<file path="src/pic_defines.vh">
// register indices, field positions, reset values and tables of the interrupt controller
`ifndef PIC_DEFINES_VH
`define PIC_DEFINES_VH

// register indices; byte address is four times the index
`define PIC_IDX_TIMER_CTL   8'h88
`define PIC_IDX_SERIAL_CTL  8'h98
`define PIC_IDX_IRQ_EN2     8'h9A
`define PIC_IDX_IRQ_EN1     8'hA8
`define PIC_IDX_PRIO_LOW    8'hA9
`define PIC_IDX_PRIO_HIGH   8'hB9
`define PIC_IDX_IRQ_REQ2    8'hBF
`define PIC_IDX_TWOWIRE_CTL 8'hDC

`define PIC_RST_BYTE        8'h00
`define PIC_RST_PRIO        6'h00

// field positions
`define PIC_EN1_GLOBAL      7
`define PIC_EN1_TWOWIRE     6
`define PIC_EN1_UART_RX     5
`define PIC_EN1_UART_TX     4
`define PIC_EN1_TIMER1      3
`define PIC_EN1_EXT1        2
`define PIC_EN1_TIMER0      1
`define PIC_EN1_EXT0        0
`define PIC_EN2_PWM         3
`define PIC_EN2_EXT2        2
`define PIC_EN2_CONV        0
`define PIC_TCF_TIMER1      7
`define PIC_TCF_TIMER0      5
`define PIC_TCF_EXT1        3
`define PIC_TCF_EXT0        1
`define PIC_REQ2_PWM        3
`define PIC_REQ2_EXT2       2
`define PIC_REQ2_CONV       0
`define PIC_SPC_UART_TX     1
`define PIC_SPC_UART_RX     0
`define PIC_TWC_FLAG        3

// sources in default order: ext0 ext1 ext2 pwm utx tw urx conv t1 t0
`define PIC_NSRC            10
`define PIC_NGRP            6
`define PIC_SRC_GROUPS      {3'h4, 3'h4, 3'h3, 3'h2, 3'h2, 3'h2, 3'h1, 3'h0, 3'h0, 3'h0}
`define PIC_AUTO_CLR_MASK   10'h38F
`define PIC_TW_NO_INFO      8'hF8

`define PIC_VEC_EXT0        16'h0003
`define PIC_VEC_EXT1        16'h0083
`define PIC_VEC_EXT2        16'h0043
`define PIC_VEC_PWM         16'h000B
`define PIC_VEC_UART_TX     16'h0013
`define PIC_VEC_TWOWIRE     16'h0093
`define PIC_VEC_UART_RX     16'h0053
`define PIC_VEC_CONV        16'h001B
`define PIC_VEC_TIMER1      16'h00A3
`define PIC_VEC_TIMER0      16'h0063

`endif

</file>
<file path="src/pic_ahb_if.v">
// AHB-Lite slave front end for the interrupt controller registers
`timescale 1ns/10ps
module pic_ahb_if (
  input  wire        clk_sys,
  input  wire        nrst,
  input  wire        clkEn,
  input  wire        hsel,
  input  wire [31:0] haddr,
  input  wire [1:0]  htrans,
  input  wire        hwrite,
  input  wire [2:0]  hsize,
  input  wire [31:0] hwdata,
  input  wire        hready,
  output wire        hreadyout,
  output wire        hresp,
  output wire [31:0] hrdata,
  input  wire [7:0]  rdByte,
  output wire [7:0]  regIdx,
  output wire        wrStb,
  output wire [7:0]  wrByte
);

  reg       wrPhReg;
  reg       rdPhReg;
  reg       rdWaitReg;
  reg [7:0] idxReg;
  reg [7:0] rdataReg;

  wire take    = hsel & htrans[1] & hready;
  // out-of-range or misaligned addresses fold to index 0, which maps nothing
  wire inRange = (haddr[31:10] == 22'h000000) & (haddr[1:0] == 2'h0) & (hsize == 3'h2);

  // reads take one wait state so a write just before is always seen
  assign hreadyout = ~(rdPhReg & ~rdWaitReg);
  assign hresp     = 1'b0;
  assign hrdata    = {24'h000000, rdataReg};
  assign regIdx    = idxReg;
  assign wrStb     = wrPhReg;
  assign wrByte    = hwdata[7:0];

  always @(posedge clk_sys or negedge nrst)
  begin
    if (!nrst)
    begin
      wrPhReg   <= 1'b0;
      rdPhReg   <= 1'b0;
      rdWaitReg <= 1'b0;
      idxReg    <= 8'h00;
      rdataReg  <= 8'h00;
    end
    else if (clkEn)
    begin
      if (take)
      begin
        wrPhReg   <= hwrite;
        rdPhReg   <= ~hwrite;
        rdWaitReg <= 1'b0;
        idxReg    <= inRange ? haddr[9:2] : 8'h00;
      end
      else if (hreadyout)
      begin
        wrPhReg   <= 1'b0;
        rdPhReg   <= 1'b0;
        rdWaitReg <= 1'b0;
      end
      else
      begin
        rdWaitReg <= 1'b1;
        rdataReg  <= rdByte;
      end
    end
  end

endmodule

</file>
<file path="src/pic_arbiter.v">
// level and default-order arbitration among pending interrupt sources
`timescale 1ns/10ps
`include "pic_defines.vh"
module pic_arbiter (
  input  wire [9:0] req,
  input  wire [5:0] prioHigh,
  input  wire [5:0] prioLow,
  input  wire       curValid,
  input  wire [1:0] curLevel,
  output reg        found,
  output reg  [3:0] winIdx,
  output reg  [1:0] winLvl
);

  localparam [29:0] SRC_GROUPS = `PIC_SRC_GROUPS;

  wire [19:0] srcLvl;
  integer     i;

  genvar g;
  generate
    for (g = 0; g < `PIC_NSRC; g = g + 1)
    begin : gLvl
      wire [2:0] grp = SRC_GROUPS[3*g+2:3*g];
      assign srcLvl[2*g+1:2*g] = {prioHigh[grp], prioLow[grp]};
    end
  endgenerate

  // walk from lowest default priority up so ties settle on the lower index
  always @*
  begin
    found  = 1'b0;
    winIdx = 4'h0;
    winLvl = 2'h0;
    for (i = `PIC_NSRC - 1; i >= 0; i = i - 1)
    begin
      if (req[i] && (!curValid || srcLvl[2*i +: 2] > curLevel) &&
          (!found || srcLvl[2*i +: 2] >= winLvl))
      begin
        found  = 1'b1;
        winIdx = i[3:0];
        winLvl = srcLvl[2*i +: 2];
      end
    end
  end

endmodule

</file>
<file path="src/pic_ctrl.v">
// top of the prioritized interrupt controller: flags, enables, nesting and vector output
//
// Chosen here: the AHB-Lite interface to the registers.
`timescale 1ns/10ps
`include "pic_defines.vh"

module pic_ctrl (
  input  wire        clk_sys,
  input  wire        nrst,
  input  wire        clkEn,
  input  wire        hsel,
  input  wire [31:0] haddr,
  input  wire [1:0]  htrans,
  input  wire        hwrite,
  input  wire [2:0]  hsize,
  input  wire [31:0] hwdata,
  input  wire        hready,
  output wire        hreadyout,
  output wire        hresp,
  output wire [31:0] hrdata,
  input  wire        ext0Event,
  input  wire        ext1Event,
  input  wire        ext2Event,
  input  wire        pwmEvent,
  input  wire        uartTxEvent,
  input  wire        uartRxEvent,
  input  wire        twStateEnter,
  input  wire [7:0]  twStateCode,
  input  wire        convEvent,
  input  wire        timer1Event,
  input  wire        timer0Event,
  output wire        irqReq,
  output wire [15:0] irqVector,
  input  wire        irqAck,
  input  wire        isrReturn,
  output wire [3:0]  activeLevels
);

  // ----------------------------------------------------------------
  // storage
  // ----------------------------------------------------------------
  reg  [9:0]  flagReg;
  reg  [9:0]  flagNext;
  reg  [7:0]  en1Reg;
  reg  [2:0]  en2Reg;
  reg  [5:0]  prioLowReg;
  reg  [5:0]  prioHighReg;
  reg  [3:0]  actReg;
  reg  [3:0]  actNext;
  reg         validReg;
  reg  [3:0]  srcReg;
  reg  [1:0]  lvlReg;
  reg  [15:0] vecReg;
  reg  [7:0]  rdByte;
  reg         curValid;
  reg  [1:0]  curLevel;

  wire [7:0]  regIdx;
  wire        wrStb;
  wire [7:0]  wrByte;
  wire        found;
  wire [3:0]  winIdx;
  wire [1:0]  winLvl;
  wire [9:0]  hwSet;
  wire [9:0]  srcEn;
  wire [9:0]  swHit;
  wire [9:0]  swBit;
  wire [9:0]  eligible;
  wire        accept;

  assign irqReq       = validReg;
  assign irqVector    = vecReg;
  assign activeLevels = actReg;
  // an ack only counts while a vector is shown; a stray ack is dropped
  assign accept       = irqAck & validReg;

  // ----------------------------------------------------------------
  // bus slave
  // ----------------------------------------------------------------
  pic_ahb_if uBus (
    .clk_sys   (clk_sys),
    .nrst      (nrst),
    .clkEn     (clkEn),
    .hsel      (hsel),
    .haddr     (haddr),
    .htrans    (htrans),
    .hwrite    (hwrite),
    .hsize     (hsize),
    .hwdata    (hwdata),
    .hready    (hready),
    .hreadyout (hreadyout),
    .hresp     (hresp),
    .hrdata    (hrdata),
    .rdByte    (rdByte),
    .regIdx    (regIdx),
    .wrStb     (wrStb),
    .wrByte    (wrByte)
  );

  wire wrTimerCtl = wrStb & (regIdx == `PIC_IDX_TIMER_CTL);
  wire wrSerial   = wrStb & (regIdx == `PIC_IDX_SERIAL_CTL);
  wire wrReq2     = wrStb & (regIdx == `PIC_IDX_IRQ_REQ2);
  wire wrTwoWire  = wrStb & (regIdx == `PIC_IDX_TWOWIRE_CTL);

  // ----------------------------------------------------------------
  // per-source event, enable and software write mapping
  // ----------------------------------------------------------------
  assign hwSet[0] = ext0Event;
  assign hwSet[1] = ext1Event;
  assign hwSet[2] = ext2Event;
  assign hwSet[3] = pwmEvent;
  assign hwSet[4] = uartTxEvent;
  assign hwSet[5] = twStateEnter & (twStateCode != `PIC_TW_NO_INFO);
  assign hwSet[6] = uartRxEvent;
  assign hwSet[7] = convEvent;
  assign hwSet[8] = timer1Event;
  assign hwSet[9] = timer0Event;

  assign srcEn[0] = en1Reg[`PIC_EN1_EXT0];
  assign srcEn[1] = en1Reg[`PIC_EN1_EXT1];
  assign srcEn[2] = en2Reg[1];
  assign srcEn[3] = en2Reg[2];
  assign srcEn[4] = en1Reg[`PIC_EN1_UART_TX];
  assign srcEn[5] = en1Reg[`PIC_EN1_TWOWIRE];
  assign srcEn[6] = en1Reg[`PIC_EN1_UART_RX];
  assign srcEn[7] = en2Reg[0];
  assign srcEn[8] = en1Reg[`PIC_EN1_TIMER1];
  assign srcEn[9] = en1Reg[`PIC_EN1_TIMER0];

  assign swHit[0] = wrTimerCtl;
  assign swBit[0] = wrByte[`PIC_TCF_EXT0];
  assign swHit[1] = wrTimerCtl;
  assign swBit[1] = wrByte[`PIC_TCF_EXT1];
  assign swHit[2] = wrReq2;
  assign swBit[2] = wrByte[`PIC_REQ2_EXT2];
  assign swHit[3] = wrReq2;
  assign swBit[3] = wrByte[`PIC_REQ2_PWM];
  assign swHit[4] = wrSerial;
  assign swBit[4] = wrByte[`PIC_SPC_UART_TX];
  // a one written to the two-wire flag is not a write at all
  assign swHit[5] = wrTwoWire & ~wrByte[`PIC_TWC_FLAG];
  assign swBit[5] = 1'b0;
  assign swHit[6] = wrSerial;
  assign swBit[6] = wrByte[`PIC_SPC_UART_RX];
  assign swHit[7] = wrReq2;
  assign swBit[7] = wrByte[`PIC_REQ2_CONV];
  assign swHit[8] = wrTimerCtl;
  assign swBit[8] = wrByte[`PIC_TCF_TIMER1];
  assign swHit[9] = wrTimerCtl;
  assign swBit[9] = wrByte[`PIC_TCF_TIMER0];

  assign eligible = flagReg & srcEn & {10{en1Reg[`PIC_EN1_GLOBAL]}};

  // ----------------------------------------------------------------
  // request flags
  // ----------------------------------------------------------------
  localparam [9:0] AUTO_CLR = `PIC_AUTO_CLR_MASK;
  // uart and two-wire flags are left out of the mask: software owns them

  genvar s;
  generate
    for (s = 0; s < `PIC_NSRC; s = s + 1)
    begin : gFlag
      // hardware set beats any clear in the same cycle
      always @*
      begin
        if (hwSet[s])
          flagNext[s] = 1'b1;
        else if (accept && srcReg == s && AUTO_CLR[s])
          flagNext[s] = 1'b0;
        else if (swHit[s])
          flagNext[s] = swBit[s];
        else
          flagNext[s] = flagReg[s];
      end
    end
  endgenerate

  // ----------------------------------------------------------------
  // nesting: one active bit per level
  // ----------------------------------------------------------------
  always @*
  begin
    curValid = |actReg;
    if (actReg[3])
      curLevel = 2'h3;
    else if (actReg[2])
      curLevel = 2'h2;
    else if (actReg[1])
      curLevel = 2'h1;
    else
      curLevel = 2'h0;
  end

  // return pops before accept pushes, so both in one cycle nest correctly
  always @*
  begin
    actNext = actReg;
    if (isrReturn && curValid)
      actNext[curLevel] = 1'b0;
    if (accept)
      actNext[lvlReg] = 1'b1;
  end

  // ----------------------------------------------------------------
  // arbitration
  // ----------------------------------------------------------------
  // the pick is pure logic and is registered below: one cycle of latency
  // traded for a vector that never glitches towards the core
  pic_arbiter uArb (
    .req      (eligible),
    .prioHigh (prioHighReg),
    .prioLow  (prioLowReg),
    .curValid (curValid),
    .curLevel (curLevel),
    .found    (found),
    .winIdx   (winIdx),
    .winLvl   (winLvl)
  );

  function [15:0] vecOf;
    input [3:0] idx;
    begin
      case (idx)
        4'h0:    vecOf = `PIC_VEC_EXT0;
        4'h1:    vecOf = `PIC_VEC_EXT1;
        4'h2:    vecOf = `PIC_VEC_EXT2;
        4'h3:    vecOf = `PIC_VEC_PWM;
        4'h4:    vecOf = `PIC_VEC_UART_TX;
        4'h5:    vecOf = `PIC_VEC_TWOWIRE;
        4'h6:    vecOf = `PIC_VEC_UART_RX;
        4'h7:    vecOf = `PIC_VEC_CONV;
        4'h8:    vecOf = `PIC_VEC_TIMER1;
        default: vecOf = `PIC_VEC_TIMER0;
      endcase
    end
  endfunction

  // ----------------------------------------------------------------
  // read mux
  // ----------------------------------------------------------------
  // unused and reserved bits read as zero
  always @*
  begin
    if (regIdx == `PIC_IDX_TIMER_CTL)
      rdByte = {flagReg[8], 1'b0, flagReg[9], 1'b0, flagReg[1], 1'b0, flagReg[0], 1'b0};
    else if (regIdx == `PIC_IDX_SERIAL_CTL)
      rdByte = {6'h00, flagReg[4], flagReg[6]};
    else if (regIdx == `PIC_IDX_IRQ_EN2)
      rdByte = {4'h0, en2Reg[2], en2Reg[1], 1'b0, en2Reg[0]};
    else if (regIdx == `PIC_IDX_IRQ_EN1)
      rdByte = en1Reg;
    else if (regIdx == `PIC_IDX_PRIO_LOW)
      rdByte = {2'h0, prioLowReg};
    else if (regIdx == `PIC_IDX_PRIO_HIGH)
      rdByte = {2'h0, prioHighReg};
    else if (regIdx == `PIC_IDX_IRQ_REQ2)
      rdByte = {4'h0, flagReg[3], flagReg[2], 1'b0, flagReg[7]};
    else if (regIdx == `PIC_IDX_TWOWIRE_CTL)
      rdByte = {4'h0, flagReg[5], 3'h0};
    else
      rdByte = 8'h00;
  end

  // ----------------------------------------------------------------
  // registers
  // ----------------------------------------------------------------
  always @(posedge clk_sys or negedge nrst)
  begin
    if (!nrst)
    begin
      flagReg     <= 10'h000;
      en1Reg      <= `PIC_RST_BYTE;
      en2Reg      <= 3'h0;
      prioLowReg  <= `PIC_RST_PRIO;
      prioHighReg <= `PIC_RST_PRIO;
      actReg      <= 4'h0;
    end
    else if (clkEn)
    begin
      // flags and levels move only while the clock enable is high
      flagReg <= flagNext;
      actReg  <= actNext;
      if (wrStb && regIdx == `PIC_IDX_IRQ_EN1)
        en1Reg <= wrByte;
      if (wrStb && regIdx == `PIC_IDX_IRQ_EN2)
        en2Reg <= {wrByte[`PIC_EN2_PWM], wrByte[`PIC_EN2_EXT2], wrByte[`PIC_EN2_CONV]};
      if (wrStb && regIdx == `PIC_IDX_PRIO_LOW)
        prioLowReg <= wrByte[5:0];
      if (wrStb && regIdx == `PIC_IDX_PRIO_HIGH)
        prioHighReg <= wrByte[5:0];
    end
  end

  // ----------------------------------------------------------------
  // vector presentation
  // ----------------------------------------------------------------
  // after accept or return the request drops for one cycle so the
  // winner is chosen again from the updated flags and levels
  always @(posedge clk_sys or negedge nrst)
  begin
    if (!nrst)
    begin
      validReg <= 1'b0;
      srcReg   <= 4'h0;
      lvlReg   <= 2'h0;
      vecReg   <= 16'h0000;
    end
    else if (clkEn)
    begin
      if (accept || isrReturn)
        validReg <= 1'b0;
      else
      begin
        validReg <= found;
        srcReg   <= winIdx;
        lvlReg   <= winLvl;
        vecReg   <= vecOf(winIdx);
      end
    end
  end

endmodule

</file>
<file path="config.mk">
export PLATFORM = sky130hd
export DESIGN_NAME = pic_ctrl
export DESIGN_NICKNAME = d
export VERILOG_FILES = /design/src/pic_ahb_if.v /design/src/pic_arbiter.v /design/src/pic_ctrl.v
export VERILOG_INCLUDE_DIRS = /design/src
export SDC_FILE = /design/constraint.sdc
export NUM_CORES = 1
export LEC_CHECK = 0
export ABC_AREA = 1
export BUFFER_PORTS_ARGS = -buffer_cell sky130_fd_sc_hd__buf_2
export CAP_MARGIN = 20
export CORE_ASPECT_RATIO = 1.75
export CORE_MARGIN = 8
export CORE_UTILIZATION = 48
export CTS_BUF_LIST = sky130_fd_sc_hd__clkbuf_4
export CTS_CLUSTER_SIZE = 25
export DETAILED_ROUTE_END_ITERATION = 10
export MAX_ROUTING_LAYER = met4
export PLACE_DENSITY = 0.76
export SLEW_MARGIN = 40
export SYNTH_ARGS = -nofsm -noshare
export SYNTH_HDL_FRONTEND = slang
export SYNTH_SLANG_ARGS = --single-unit
</file>
<file path="constraint.sdc">
create_clock -name clk_sys -period 8.4 [get_ports clk_sys]
set_input_delay 1.26 -clock clk_sys [delete_from_list [all_inputs] [get_ports clk_sys]]
set_output_delay 1.26 -clock clk_sys [all_outputs]
set_load 0.01 [all_outputs]
</file>
* Word level (Yosys, flattened, before mapping) *
Memories as Yosys holds them, arrays and structs flattened. A register that Yosys moved wholly into a read port is not among the register bits.
Index checks and enable logic that the tools add are counted.

word-level totals
  bits in registers = 79
  bits in latches = 0
  bits in writable memories = 0
  ROM bits = 80
  input port bits = 95
  output and inout port bits = 55
  word-level logic and storage cells = 255
  memories = 1

memories
  memory            words  bits a word  read ports  clocked after memory_dff  write ports  line            RTL
  (name not given)  16     5            1           1                         0            pic_ctrl.v:224  case (idx)

operators by class
  $add $sub $neg = 0
  multipliers = 0
  divide/modulo/power cells = 0
  $lt $le $gt $ge = 18
  equal/unequal tests = 17
  shift-type cells = 0
  mux-type cells = 81
  bitwise gates (word level) = 23
  reduce and logical (&&, ||, !) cells = 91

operator list
  operator                                            number
  == test 8 bit, second input constant                8
  two-way mux 4 bit                                   14
  two-way mux 1 bit                                   46
  two-way mux 8 bit                                   5
  AND reduction 2 bit                                 17
  logical AND 1 bit                                   33
  two-way mux 2 bit                                   12
  zero test 22 bit                                    1
  nonzero test 3 bit                                  7
  bitwise AND 10 bit                                  2
  >= comparator 2 bit                                 9
  logical OR 1 bit                                    15
  bitwise AND 1 bit                                   12
  two-way mux 6 bit                                   2
  zero test 1 bit                                     11
  > comparator 2 bit                                  5
  == test 4 x 2 -> 1 bit, second input constant       2
  == test 4 bit, second input constant                2
  != test 8 bit, second input constant                1
  < comparator 2 x 3 -> 1 bit, second input constant  2
  NOT 1 bit                                           6
  nonzero test 2 bit                                  3
  bitwise AND 4 bit                                   1
  demux 1 bit (select 2 bit)                          2
  11 further kinds                                    12

* Depth between registers and ports, before layout *
Gate-level depths: netlist of the first run.

  word-level depth = 44
  mapped depth = 84
  depth with buffers taken out = 84

* Hierarchy *
Synthesis of the first run repeated with hierarchy kept, for this count alone.

unflattened totals
  cells, all modules = 756
  area, all modules = 5265.0 µm²

by module, submodules not included
  module       times used  cells each  area an instance (µm²)  sequential area each (µm²)
  pic_ctrl     1           378         2842.7                  1226.2
  pic_ahb_if   1           177         1272.5                  475.5
  pic_arbiter  1           201         1149.9                  0.0

* Worst setup path after synthesis of the first run *
No wires, ideal clock.

  path kind = reg2reg
  from = register actReg[2], in the netlist activeLevels[2]
  to = register vecReg[7], in the netlist irqVector[7]
  setup time = 0.116 ns
  arrival = 8.511 ns
  setup slack = -0.227 ns
  stages on the path, launching flop included = 74
  buffers on the path = 0
  period minus slack after synthesis = 8.627 ns
  cells stage by stage = dfrtp_1 -> inv_1 -> a21o_2 -> ha_1 -> nand2_1 -> nand2_1 -> nand2_4 -> nand2_2 -> nor2_1 -> ha_1 -> inv_1 -> nand2_1 -> nand2_1 -> nand2_1 -> nand2_1 -> nand3_2 -> nand2_4 -> o21ai_0 -> [38 not listed] -> ha_1 -> o21ai_0 -> a31oi_1 -> inv_1 -> nand2_1 -> nand2_1 -> nand2_1 -> ha_1 -> o21ai_0 -> nand3b_1 -> nand2_2 -> nand2_1 -> nor2_1 -> nand3_1 -> nand3_1 -> nand2_1 -> nand2_1 -> nand2_1

on the way
  longest elaborated chain between the ends = 42
  elaborated cells on any way between the ends = 88
  classes of those cells = 14 x order compare; 30 x mux; 44 x reduce/logical

RTL lines
  element                                                        line              RTL
  start, declared                                                pic_ctrl.v:48     reg [3:0] actReg;
  start signal, assigned                                         pic_ctrl.v:283    actReg <= actNext;
  two-way mux 2 bit                                              pic_ctrl.v:187    else if (actReg[2])
  two-way mux 2 bit                                              pic_ctrl.v:185    if (actReg[3])
  > comparator 2 bit                                             pic_arbiter.v:37  if (req[i] && (!curValid || srcLvl[2*i +: 2] > curLevel) &&
  logical OR 1 bit                                               pic_arbiter.v:37
  logical AND 1 bit                                              pic_arbiter.v:37
  two-way mux 2 bit / two-way mux 1 bit (equally long branches)  pic_arbiter.v:37
  >= comparator 2 bit / zero test 1 bit (equally long branches)  pic_arbiter.v:38  (!found || srcLvl[2*i +: 2] >= winLvl))
  logical OR 1 bit                                               pic_arbiter.v:38
  [26 not listed]                                                -
  >= comparator 2 bit / zero test 1 bit (equally long branches)  pic_arbiter.v:38
  logical OR 1 bit                                               pic_arbiter.v:38
  logical AND 1 bit                                              pic_arbiter.v:37
  two-way mux 2 bit / two-way mux 1 bit (equally long branches)  pic_arbiter.v:37
  >= comparator 2 bit / zero test 1 bit (equally long branches)  pic_arbiter.v:38
  logical OR 1 bit                                               pic_arbiter.v:38
  logical AND 1 bit                                              pic_arbiter.v:37
  two-way mux 4 bit *                                            pic_arbiter.v:37
  end, declared                                                  pic_ctrl.v:53     reg [15:0] vecReg;

Mark *: on every way between the ends. The rest lies on a longest branch, timed or not.
A chain may end at the register's enable or synchronous reset.

* Worst setup path after layout of the first run *
Same ends and word-level chain as after synthesis.

==> summary.md, run 1 <==
| Metric | Value |
|---|---|
| Combinational share of power | `47.2%` |
| Unique cell type count in the Yosys netlist | `47` |
| Critical path fanouts, max | `5` |
| Seq cells post-synth | `68` |
| Sw Pwr | `0.414 mW` |
| Die Ht | `147 um` |
| Initial antenna violation count | `1` |
| Initial Util | `48.4%` |
| TNS Setup | `-3.25 ns` |
| Final setup viols | `10` |
| Global Route Usage Sum | `24.0%` |
| CP Capture Type | `register` |
| Switch share | `38.6%` |
| Crit path time final | `between 8 and 9 ns` |
| Min-delay worst type | `register to register` |
| CP required | `8.73 ns` |
| EDFF count, synth | `0` |
| CTS Buf Count | `9` |
| Critical Path Slowest Stage Cell | `dfrtp_2` |
| Failing checks | `setup timing` |
| Routed length per instance | `approximately 17 um` |
| CTS tree | `built` |
| Slowest stage delay, CP | `0.42 ns` |
| Clk_skew | `between 0.02 and 0.025 ns` |
| Sequential area share after synthesis | `36.1%` |
| Mapped Cells | `630` |
| Crit Reg-Reg Endpoint | `irqVector[7]$_DFFE_PN0P_` |
| GRT Residual Overflow | `0` |
| Tightest slew margin relative to the limit | `53.8%` |
| CP startpoint | `activeLevels[2]$_DFFE_PN0P_` |
| Share of cells above drive strength 1 | `34.4%` |
| First-pass GRT wire length | `25100 um` |
| Die Width | `90.9 um` |
| Final hold vios | `0` |
| Leak | `about 3.1 nW` |
| Kind of critical path | `register to register` |
| H-tree levels | `3` |
| Worst hold slack | `0.496 ns` |
| Most frequent cell after synthesis | `nand2_1` |
| Type of element launching the critical path | `register` |
| Die area | `roughly 13000 um2` |
| Crit-path most repeated cell | `nand2_2` |
| Drt pass-1 iters | `5` |
| Core box area | `9730 um2` |
| Max-cap check violation count | `0` |
| Final ANT Viol Nets | `0` |
| Worst-path clk slew | `0.12 ns` |
| PortBufs | `90` |
| FMAX | `114 MHz` |
| Synth Area per Inst | `7.47 um2` |
| Final Max Tran Viols | `0` |
| Outcome | `finished, violations left` |
| I/O pin count | `150` |
| Worst Hold Launch | `irqVector[6]$_DFFE_PN0P_` |
| Worst-Skew Late Latency | `between 0.4 and 0.5 ns` |
| Routability Congestion | `0.955` |
| Post-route DRC | `0` |
| Final WS setup | `-0.404 ns` |
| Routed via count | `5068` |
| Path depth of the worst reg2reg path | `79` |
| Post-DP HPWL | `about 12000 um` |
| RSZ-0062 raised after global routing | `yes` |
| Root Buffer | `clkbuf_4` |
| Post-synth top cells | `140 x nand2_1, 97 x inv_1, 68 x dfrtp_1` |
| FF-to-FF setup slack | `-0.40 ns` |
| Design Power | `1.07 mW` |
| Vias in the first global route | `5289` |
| Total wire length | `16200 um` |
| Via density per instance | `5.47` |
| Fin nets | `912` |
| Reg power frac | `35.9%` |
| Int Power | `0.659 mW` |
| Clock power share | `16.9%` |
| Iteration-0 DRC Markers | `312` |
| CP Data Arrival Time | `slightly above 9 ns` |
| P&R area growth vs syn | `29.8%` |
| Main flop type after synthesis | `dfrtp_1` |
| Clock Path Buffers | `2` |
| Yosys top cell area share | `~36%` |
| Finished Cell Area | `6110 um2` |
| Final period utilization | `105%` |
| Ys async rst share | `100%` |
| Pwr per Cell Area | `175 nW/um2` |
| Placed cell area | `about 5400 um2` |
| Maximum vdd ir drop | `122 uV` |
| Largest net degree at the start of global routing | `69` |
| Synth area leader | `dfrtp_1` |
| Row count | `48` |
| Mapped Area | `4710 um2` |
| Reg2reg start | `activeLevels[2]$_DFFE_PN0P_` |
| Clock Sinks | `68` |
| Ranking of synthesized cells by area | `dfrtp_1 36%, nand2_1 11%, inv_1 7.7%` |
| Crit path capture | `irqVector[7]$_DFFE_PN0P_` |
| Synth warn | `0` |
| Worst Max-Slew Pin Slew | `0.690 ns` |
==> sequential cells by signal, summed over array words and instances, names as in the netlist, 4 cells and up <==
signal	flops
en1Reg	8
irqVector	6
flagReg	10
prioHighReg	6
uBus.rdataReg	8
activeLevels	4
prioLowReg	6
uBus.regIdx	8
==> worst min path at each step <==
stage	cells after the start	slack, ns	to
after floorplan	2	0.45	en1Reg[2]$_DFFE_PN0P_
after global placement	2	0.46	irqVector[7]$_DFFE_PN0P_
after detailed placement	2	0.46	irqVector[6]$_DFFE_PN0P_
after CTS	2	0.49	irqVector[6]$_DFFE_PN0P_
after global routing	2	0.51	irqVector[6]$_DFFE_PN0P_
final	2	0.50	irqVector[6]$_DFFE_PN0P_
==> per-stage QoR <==
stage	utilization (%)	setup slack, ns	instances
4_1_cts	60.5	-0.0875	914
6_report	62.8	-0.404	926
5_1_grt	62.8	-0.956	926
3_5_place_dp	55.4	-0.507	863
2_1_floorplan	-	0.0158	663
3_3_place_gp	55.3	-0.0294	863
==> cell type report <==
cell class / instances / area (um2)
Tap cell: 125 / 156
Timing Repair Buffer: 167 / 1040
Fill cell: 858 / 3620
Multi-Input combinational cell: 450 / 2730
Clock inverter: 4 / 18.8
Inverter: 100 / 378
Sequential cell: 68 / 1700
Antenna cell: 1 / 2.50
Clock buffer: 11 / 82.6
==> power by group through the flow <==
stage	Combinational, mW	Clock (mW)	Sequential (mW)
6_report	0.507	0.181	0.385
5_1_grt	0.550	0.201	0.387
4_1_cts	0.432	0.181	0.384
3_5_place_dp	0.335	0	0.389
3_3_place_gp	0.321	0	0.388
2_1_floorplan	0.215	0	0.391
==> cell families after synthesis <==
family / after synthesis / share of synthesized area, %
AO/OA/AOI/OAI: 128 / 16.6
adder cells (fa/ha/maj): 21 / 5.58
buffers and inverters: 145 / 14.5
flip-flops: 68 / 36.1
other: 1 / 0.0796
AND/OR/NAND/NOR: 267 / 27.1
==> cells in the final DEF, fill, tap and decap left out, types with 4 or more instances in the layout <==
| cell | instances |
|---|---|
| a21oi_1 | 13 |
| a21oi_2 | 4 |
| a31oi_1 | 8 |
| buf_2 | 90 |
| buf_4 | 74 |
| clkbuf_4 | 11 |
| clkinv_1 | 4 |
| conb_1 | 34 |
| dfrtp_1 | 66 |
| ha_1 | 14 |
| ha_4 | 7 |
| inv_1 | 87 |
| inv_2 | 11 |
| nand2_1 | 127 |
| nand2_2 | 19 |
| nand2_4 | 15 |
| nand3_1 | 22 |
| nand3_2 | 7 |
| nand4_1 | 10 |
| nor2_1 | 32 |
| nor2_2 | 5 |
| nor3_1 | 7 |
| nor4_1 | 11 |
| o21ai_0 | 49 |
| o21ai_1 | 5 |
| o21ai_2 | 9 |
| o22ai_1 | 12 |
| o31ai_1 | 4 |
==> what timing repair did <==
item                       in CTS  in global routing
setup buffers                  36                 12
hold endpoints to repair        0                  0
hold buffers                    0                  0
gates resized for setup        36                 32
pin swaps                      42                 47
setup endpoints to repair      10                 10
==> layer usage <==
metal,share of wire [%],GRT usage (%),up-vias
met4,6.4,17.0,0
met2,54,42.6,221
li1,-,-,2350
met1,35,22.5,2422
met3,5.1,4.75,75
met5,0,-,-
==> critical path: cells and delay by family (launching register included) <==
kind,cells,cell delay [ns]
simple gates,43,3.53
fa+ha+maj,9,2.14
compound gates,16,1.86
buf+inv,11,0.70
flops,1,0.42
Note: power is estimated with default switching activity, not from simulation.
==> run 2: changes to the inputs <==
Settings changed: CORE_UTILIZATION 48 to 57, PLACE_DENSITY 0.76 to 0.85.
Clock period 8.4 ns to 11.2 ns, I/O delays scaled along.
==> run 2 against run 1 <==
Effect of this change:
- the run now ends clean
- global-route usage decreased by 0.15 points
- maximum frequency decreased by 13%
- critical path depth fell by 4
- routed wire length down 17%
- clock skew fell by 0.0034 ns
- first-iteration DRC count decreased by 5.8%
- flip-flop and latch count did not move
- clock power decreased by 22%
- via count fell by 8.9%
- cell count is 12% lower
- count of clock-buffer cells in the layout increased by 2
- worst setup slack improved by 1.5 ns
- highest routed layer unchanged
==> summary.md, run 2 (synthesis results as in run 1) <==
| Metric | Value |
|---|---|
| P&R area growth vs syn | `11.1%` |
| First-pass GRT wire length | `21300 um` |
| GRT Residual Overflow | `0` |
| Maximum vdd ir drop | `roughly 83 uV` |
| Worst-path clk slew | `0.11 ns` |
| Core box area | `8150 um2` |
| Total wire length | `13300 um` |
| Clock power share | `21.7%` |
| Outcome | `finished clean` |
| Critical Path Slowest Stage Cell | `dfrtp_1` |
| Root Buffer | `clkbuf_4` |
| Final ANT Viol Nets | `0` |
| Clock Sinks | `68` |
| Design Power | `around 0.66 mW` |
| Combinational share of power | `34.3%` |
| Tightest slew margin relative to the limit | `a little over half` |
| CTS Hold Buffers Added | `0` |
| Crit-path most repeated cell | `nand2_1` |
| Most common cell after layout, fill and taps aside | `nand2_1` |
| Int Power | `0.405 mW` |
| Global Route Usage Sum | `23.8%` |
| CTS Buf Count | `9` |
| Busiest layer in global routing | `met2` |
| Die Width | `84.7 um` |
| Worst Path Buf+Inv | `10` |
| Final WS setup | `1.09 ns` |
| Crit path time final | `between 10 and 15 ns` |
| Commonest non-fill, non-tap cells in the layout | `140 x nand2_1, 97 x inv_1, 90 x buf_2` |
| Iteration-0 DRC Markers | `294` |
| Row count | `44` |
| Non-filler cells, final | `roughly 820` |
| Switch share | `between 30% and 40%` |
| CP required | `approximately 12 ns` |
| Slowest stage delay, CP | `0.46 ns` |
| Vias in the first global route | `4615` |
| Routed length per instance | `16.3 um` |
| Worst hold slack | `0.486 ns` |
| Max-cap check violation count | `0` |
| Clock Path Buffers | `2` |
| Clk_skew | `0.0180 ns` |
| CP Data Arrival Time | `10.44 ns` |
| Die area | `11500 um2` |
| Post-route DRC | `0` |
| Placed cells | `802` |
| Critical path fanouts, max | `9` |
| Routed via count | `4615` |
| Worst-Skew Late Latency | `0.43 ns` |
| Via density per instance | `5.63` |
| Worst slack at placement | `1.29 ns` |
| Final setup viols | `0` |
| FMAX | `98.9 MHz` |
| Drt pass-1 iters | `6` |
| Met3 usage in global routing | `3.75%` |
| Fin nets | `837` |
| Max reg flops | `10` |
| Initial antenna violation count | `1` |
| Share of cells above drive strength 1 | `~20%` |
| Kind of critical path | `register to register` |
| Final hold vios | `0` |
| I/O pin count | `150` |
| Min-delay worst type | `register to register` |
| Met2 usage | `42.4%` |
| Largest net degree at the start of global routing | `69` |
| CTS tree | `built` |
| Resized Gates After CTS | `0` |
| Filler instances | `726` |
| H-tree levels | `3` |
| Final Max Tran Viols | `0` |
| PortBufs | `90` |
| Crit path max-delay family | `simple AND/OR/NAND/NOR gates` |
| Type of element launching the critical path | `register` |
| Sw Pwr | `0.251 mW` |
| CP Capture Type | `register` |
| Post-DP HPWL | `10800 um` |
| Reg power frac | `44.0%` |
| Post-CTS Setup Inserts | `0` |
| Reg with most FFs | `flagReg` |
| GRT met1 Usage | `a little under a quarter` |
| Final period utilization | `90.3%` |
| RSZ-0062 raised after global routing | `no` |
| Routability Congestion | `about 0.95` |
| Pwr per Cell Area | `around 130 nW/um2` |
| Initial Util | `between 50% and 60%` |
| Leak | `around 2.8 nW` |
| Die Ht | `136 um` |
| Worst Max-Slew Pin Slew | `between 0.6 and 0.7 ns` |
| TNS Setup | `0 ns` |
==> run 2: changes by cell type in the layout (fill, tap and decap cells not counted), sizes merged <==
| cell | delta |
|---|---|
| buf | -75 |
| clkbuf | +2 |
| clkinvlp | -1 |
==> run 2: worst paths after layout <==
check | slack (ns) | from | cells past startpoint | to
worst max-delay path | 1.09 | activeLevels[3]$_DFFE_PN0P_ | 75 | irqVector[7]$_DFFE_PN0P_
worst min-delay path | 0.49 | irqVector[4]$_DFFE_PN0P_ | 2 | irqVector[4]$_DFFE_PN0P_
worst max register to register | 1.09 | activeLevels[3]$_DFFE_PN0P_ | 75 | irqVector[7]$_DFFE_PN0P_
worst min register to register | 0.49 | irqVector[4]$_DFFE_PN0P_ | 2 | irqVector[4]$_DFFE_PN0P_
max in group asynchronous | 9.43 | nrst | 2 | activeLevels[3]$_DFFE_PN0P_
min in group asynchronous | 1.32 | nrst | 2 | prioHighReg[4]$_DFFE_PN0P_
==> run 2: stage by stage <==
| step | area, um2 | util (%) |
|---|---|---|
| 2_1_floorplan | 4830 | - |
| 6_report | 5230 | 64.2 |
| 3_5_place_dp | 5120 | 62.8 |
| 4_1_cts | 5230 | 64.2 |
| 5_1_grt | 5230 | 64.2 |
| 3_3_place_gp | 5100 | 62.7 |
==> run 2: worst reg2reg max path, delay by kind of cell, from the launching register on <==
| family | cells | cell delay, ns |
|---|---|---|
| simple gates | 40 | 3.97 |
| flops | 1 | 0.46 |
| fa+ha+maj | 9 | 2.50 |
| compound gates | 16 | 2.29 |
| buf+inv | 10 | 0.79 |
==> run 2: area by class of cell <==
| type | count | area, um2 | area share, % |
|---|---|---|---|
| clock inverter | 3 | 13.8 | 0.263 |
| multi-input combinational | 450 | 2450 | 46.9 |
| timing repair buffer | 92 | 469 | 8.97 |
| clock buffer | 13 | 97.6 | 1.87 |
| sequential | 68 | 1700 | 32.5 |
| tap | 92 | 115 | 2.20 |
| antenna | 1 | 2.50 | 0.0478 |
| inverter | 100 | 375 | 7.18 |
==> run 2: layer usage <==
layer  up-vias  routed length, um
li1       2196                  -
met1      2130               4800
met2       227               7060
met3        62                650
met4         0                826
met5         -                  0
==> run 2: power groups by stage <==
| stage | Sequential [mW] | Clock (mW) | Combinational (mW) |
|---|---|---|---|
| after detailed placement | 0.293 | 0 | 0.223 |
| after global routing | 0.292 | 0.153 | 0.254 |
| after CTS | 0.288 | 0.142 | 0.224 |
| final | 0.288 | 0.142 | 0.225 |
| after global placement | 0.292 | 0 | 0.211 |
| after floorplan | 0.294 | 0 | 0.159 |
==> run 3: changes to the inputs <==
Settings changed: PLACE_DENSITY 0.85 to 0.88.
==> run 3 against run 2 <==
Effect of this change:
- worst setup slack better by 0.14 ns
- flip-flop and latch count did not move
- global-route usage is 0.65 points higher
- first-iteration DRC count grew 9.9%
- largest power group unchanged
- cell count decreased by 0.37%
- critical path type unchanged
- sequential share of layout area about the same
- largest cell class unchanged
- routed wire length rose by 1.1%
==> summary.md, run 3 (synthesis results as in run 1) <==
| Metric | Value |
|---|---|
| CP Capture Type | `register` |
| Resized Gates After CTS | `0` |
| Row count | `between 40 and 50` |
| Critical Path Slowest Stage Cell | `dfrtp_1` |
| Placed cell area | `5110 um2` |
| Outcome | `finished clean` |
| Routed via count | `4618` |
| Drt pass-1 iters | `6` |
| Met3 usage in global routing | `4.48%` |
| Global Route Usage Sum | `24.5%` |
| I/O pin count | `150` |
| Leak | `between 2 and 3 nW` |
| Post-route DRC | `0` |
| Pwr per Cell Area | `126 nW/um2` |
| Type of element launching the critical path | `register` |
| Share of cells above drive strength 1 | `19.9%` |
| Min-delay worst type | `register to register` |
| CTS Hold Buffers Added | `0` |
| GRT Residual Overflow | `0` |
| TNS Setup | `0 ns` |
| P&R area growth vs syn | `11.1%` |
| Busiest layer in global routing | `met2` |
| Final Max Tran Viols | `0` |
| Clock Path Buffers | `2` |
| Final WS setup | `approximately 1.2 ns` |
| Via density per instance | `5.66` |
| Die Ht | `136 um` |
| Crit-path most repeated cell | `nand2_1` |
| GRT met1 Usage | `22.8%` |
| Root Buffer | `clkbuf_4` |
| Initial Util | `57.8%` |
| CP Data Arrival Time | `10.28 ns` |
| H-tree levels | `3` |
| Met2 usage | `44.5%` |
| Commonest non-fill, non-tap cells in the layout | `140 x nand2_1, 97 x inv_1, 90 x buf_2` |
| Core box area | `8150 um2` |
| Fin nets | `837` |
| Max-cap check violation count | `0` |
| Worst hold slack | `0.493 ns` |
| Post-DP HPWL | `11000 um` |
| Initial antenna violation count | `0` |
| Largest net degree at the start of global routing | `69` |
| CTS tree | `built` |
| Most common cell after layout, fill and taps aside | `nand2_1` |
| Routed length per instance | `16.5 um` |
| Critical path fanouts, max | `9` |
| Reg with most FFs | `flagReg` |
| PortBufs | `90` |
| RSZ-0062 raised after global routing | `no` |
| Final setup viols | `0` |
| Die Width | `84.7 um` |
| Worst-path clk slew | `0.10 ns` |
| Final period utilization | `89.0%` |
| Vias in the first global route | `approximately 4800` |
| Clk_skew | `0.0233 ns` |
| Iteration-0 DRC Markers | `323` |
| Total wire length | `13500 um` |
| Worst slack at placement | `1.38 ns` |
| Clock Sinks | `68` |
| Kind of critical path | `register to register` |
| CTS Buf Count | `9` |
| FF-to-FF setup slack | `1.23 ns` |
| FMAX | `100 MHz` |
| Worst Max-Slew Pin Slew | `0.653 ns` |
| Max reg flops | `10` |
| N_diodes | `0` |
| Die area | `around 12000 um2` |
| Slowest stage delay, CP | `0.42 ns` |
| Routability Congestion | `0.967` |
| Final ANT Viol Nets | `0` |
| Post-CTS Setup Inserts | `0` |
| Tightest slew margin relative to the limit | `55.3%` |
| Worst-Skew Late Latency | `0.42 ns` |
| Crit path time final | `around 10 ns` |
| CP required | `roughly 12 ns` |
| Final hold vios | `0` |
| First-pass GRT wire length | `21900 um` |
| Maximum vdd ir drop | `between 100 and 150 uV` |
| Finished Cell Area | `5230 um2` |
[run 3: cell types whose count changed in the layout (fill, tap and decap cells not counted), sizes merged]
cell / change
clkinv: +1
bufinv: +1
diode: -1
clkbuf: -4
[run 3: metal layers]
metal	vias up	part of all wire, %
met5	-	0
met4	0	5.6
met3	56	5.4
met2	229	53
met1	2136	36
li1	2197	-
[run 3: worst paths after layout]
kind,start,to,cells after the start
max,activeLevels[2]$_DFFE_PN0P_,irqVector[7]$_DFFE_PN0P_,76
min reg2reg,irqVector[7]$_DFFE_PN0P_,irqVector[7]$_DFFE_PN0P_,2
max in group asynchronous,nrst,uBus.regIdx[5]$_DFFE_PN0P_,2
min in group asynchronous,nrst,irqVector[6]$_DFFE_PN0P_,2
min,irqVector[7]$_DFFE_PN0P_,irqVector[7]$_DFFE_PN0P_,2
max reg2reg,activeLevels[2]$_DFFE_PN0P_,irqVector[7]$_DFFE_PN0P_,76
[run 3: power by group]
part           total [mW]  switching (mW)  internal [mW]  leakage [nW]
logic               0.224           0.142         0.0825          1.84
clock network       0.147          0.0839         0.0629        0.0618
registers           0.289          0.0211          0.268         0.862
[run 3: area by class of cell]
class,count,area [um2]
clock buffer,9,67.6
clock inverter,5,45.0
fill,703,2920
inverter,100,375
multi-input combinational,450,2450
sequential,68,1700
tap,92,115
timing repair buffer,92,469
[run 3: per-stage QoR]
step	std cells	total power, mW	util (%)
4_1_cts	816	0.659	64.1
3_5_place_dp	802	0.515	62.7
6_report	816	0.660	64.2
5_1_grt	816	0.703	64.2
2_1_floorplan	663	0.453	-
3_3_place_gp	802	0.503	62.7
[run 3: worst max-delay path, delay by kind of cell (launching register included)]
family | cells | cell delay [ns]
buffers and inverters | 11 | 0.85
AND/OR/NAND/NOR | 39 | 3.82
adder cells (fa/ha/maj) | 9 | 2.45
flip-flops | 1 | 0.42
AO/OA/AOI/OAI | 17 | 2.28
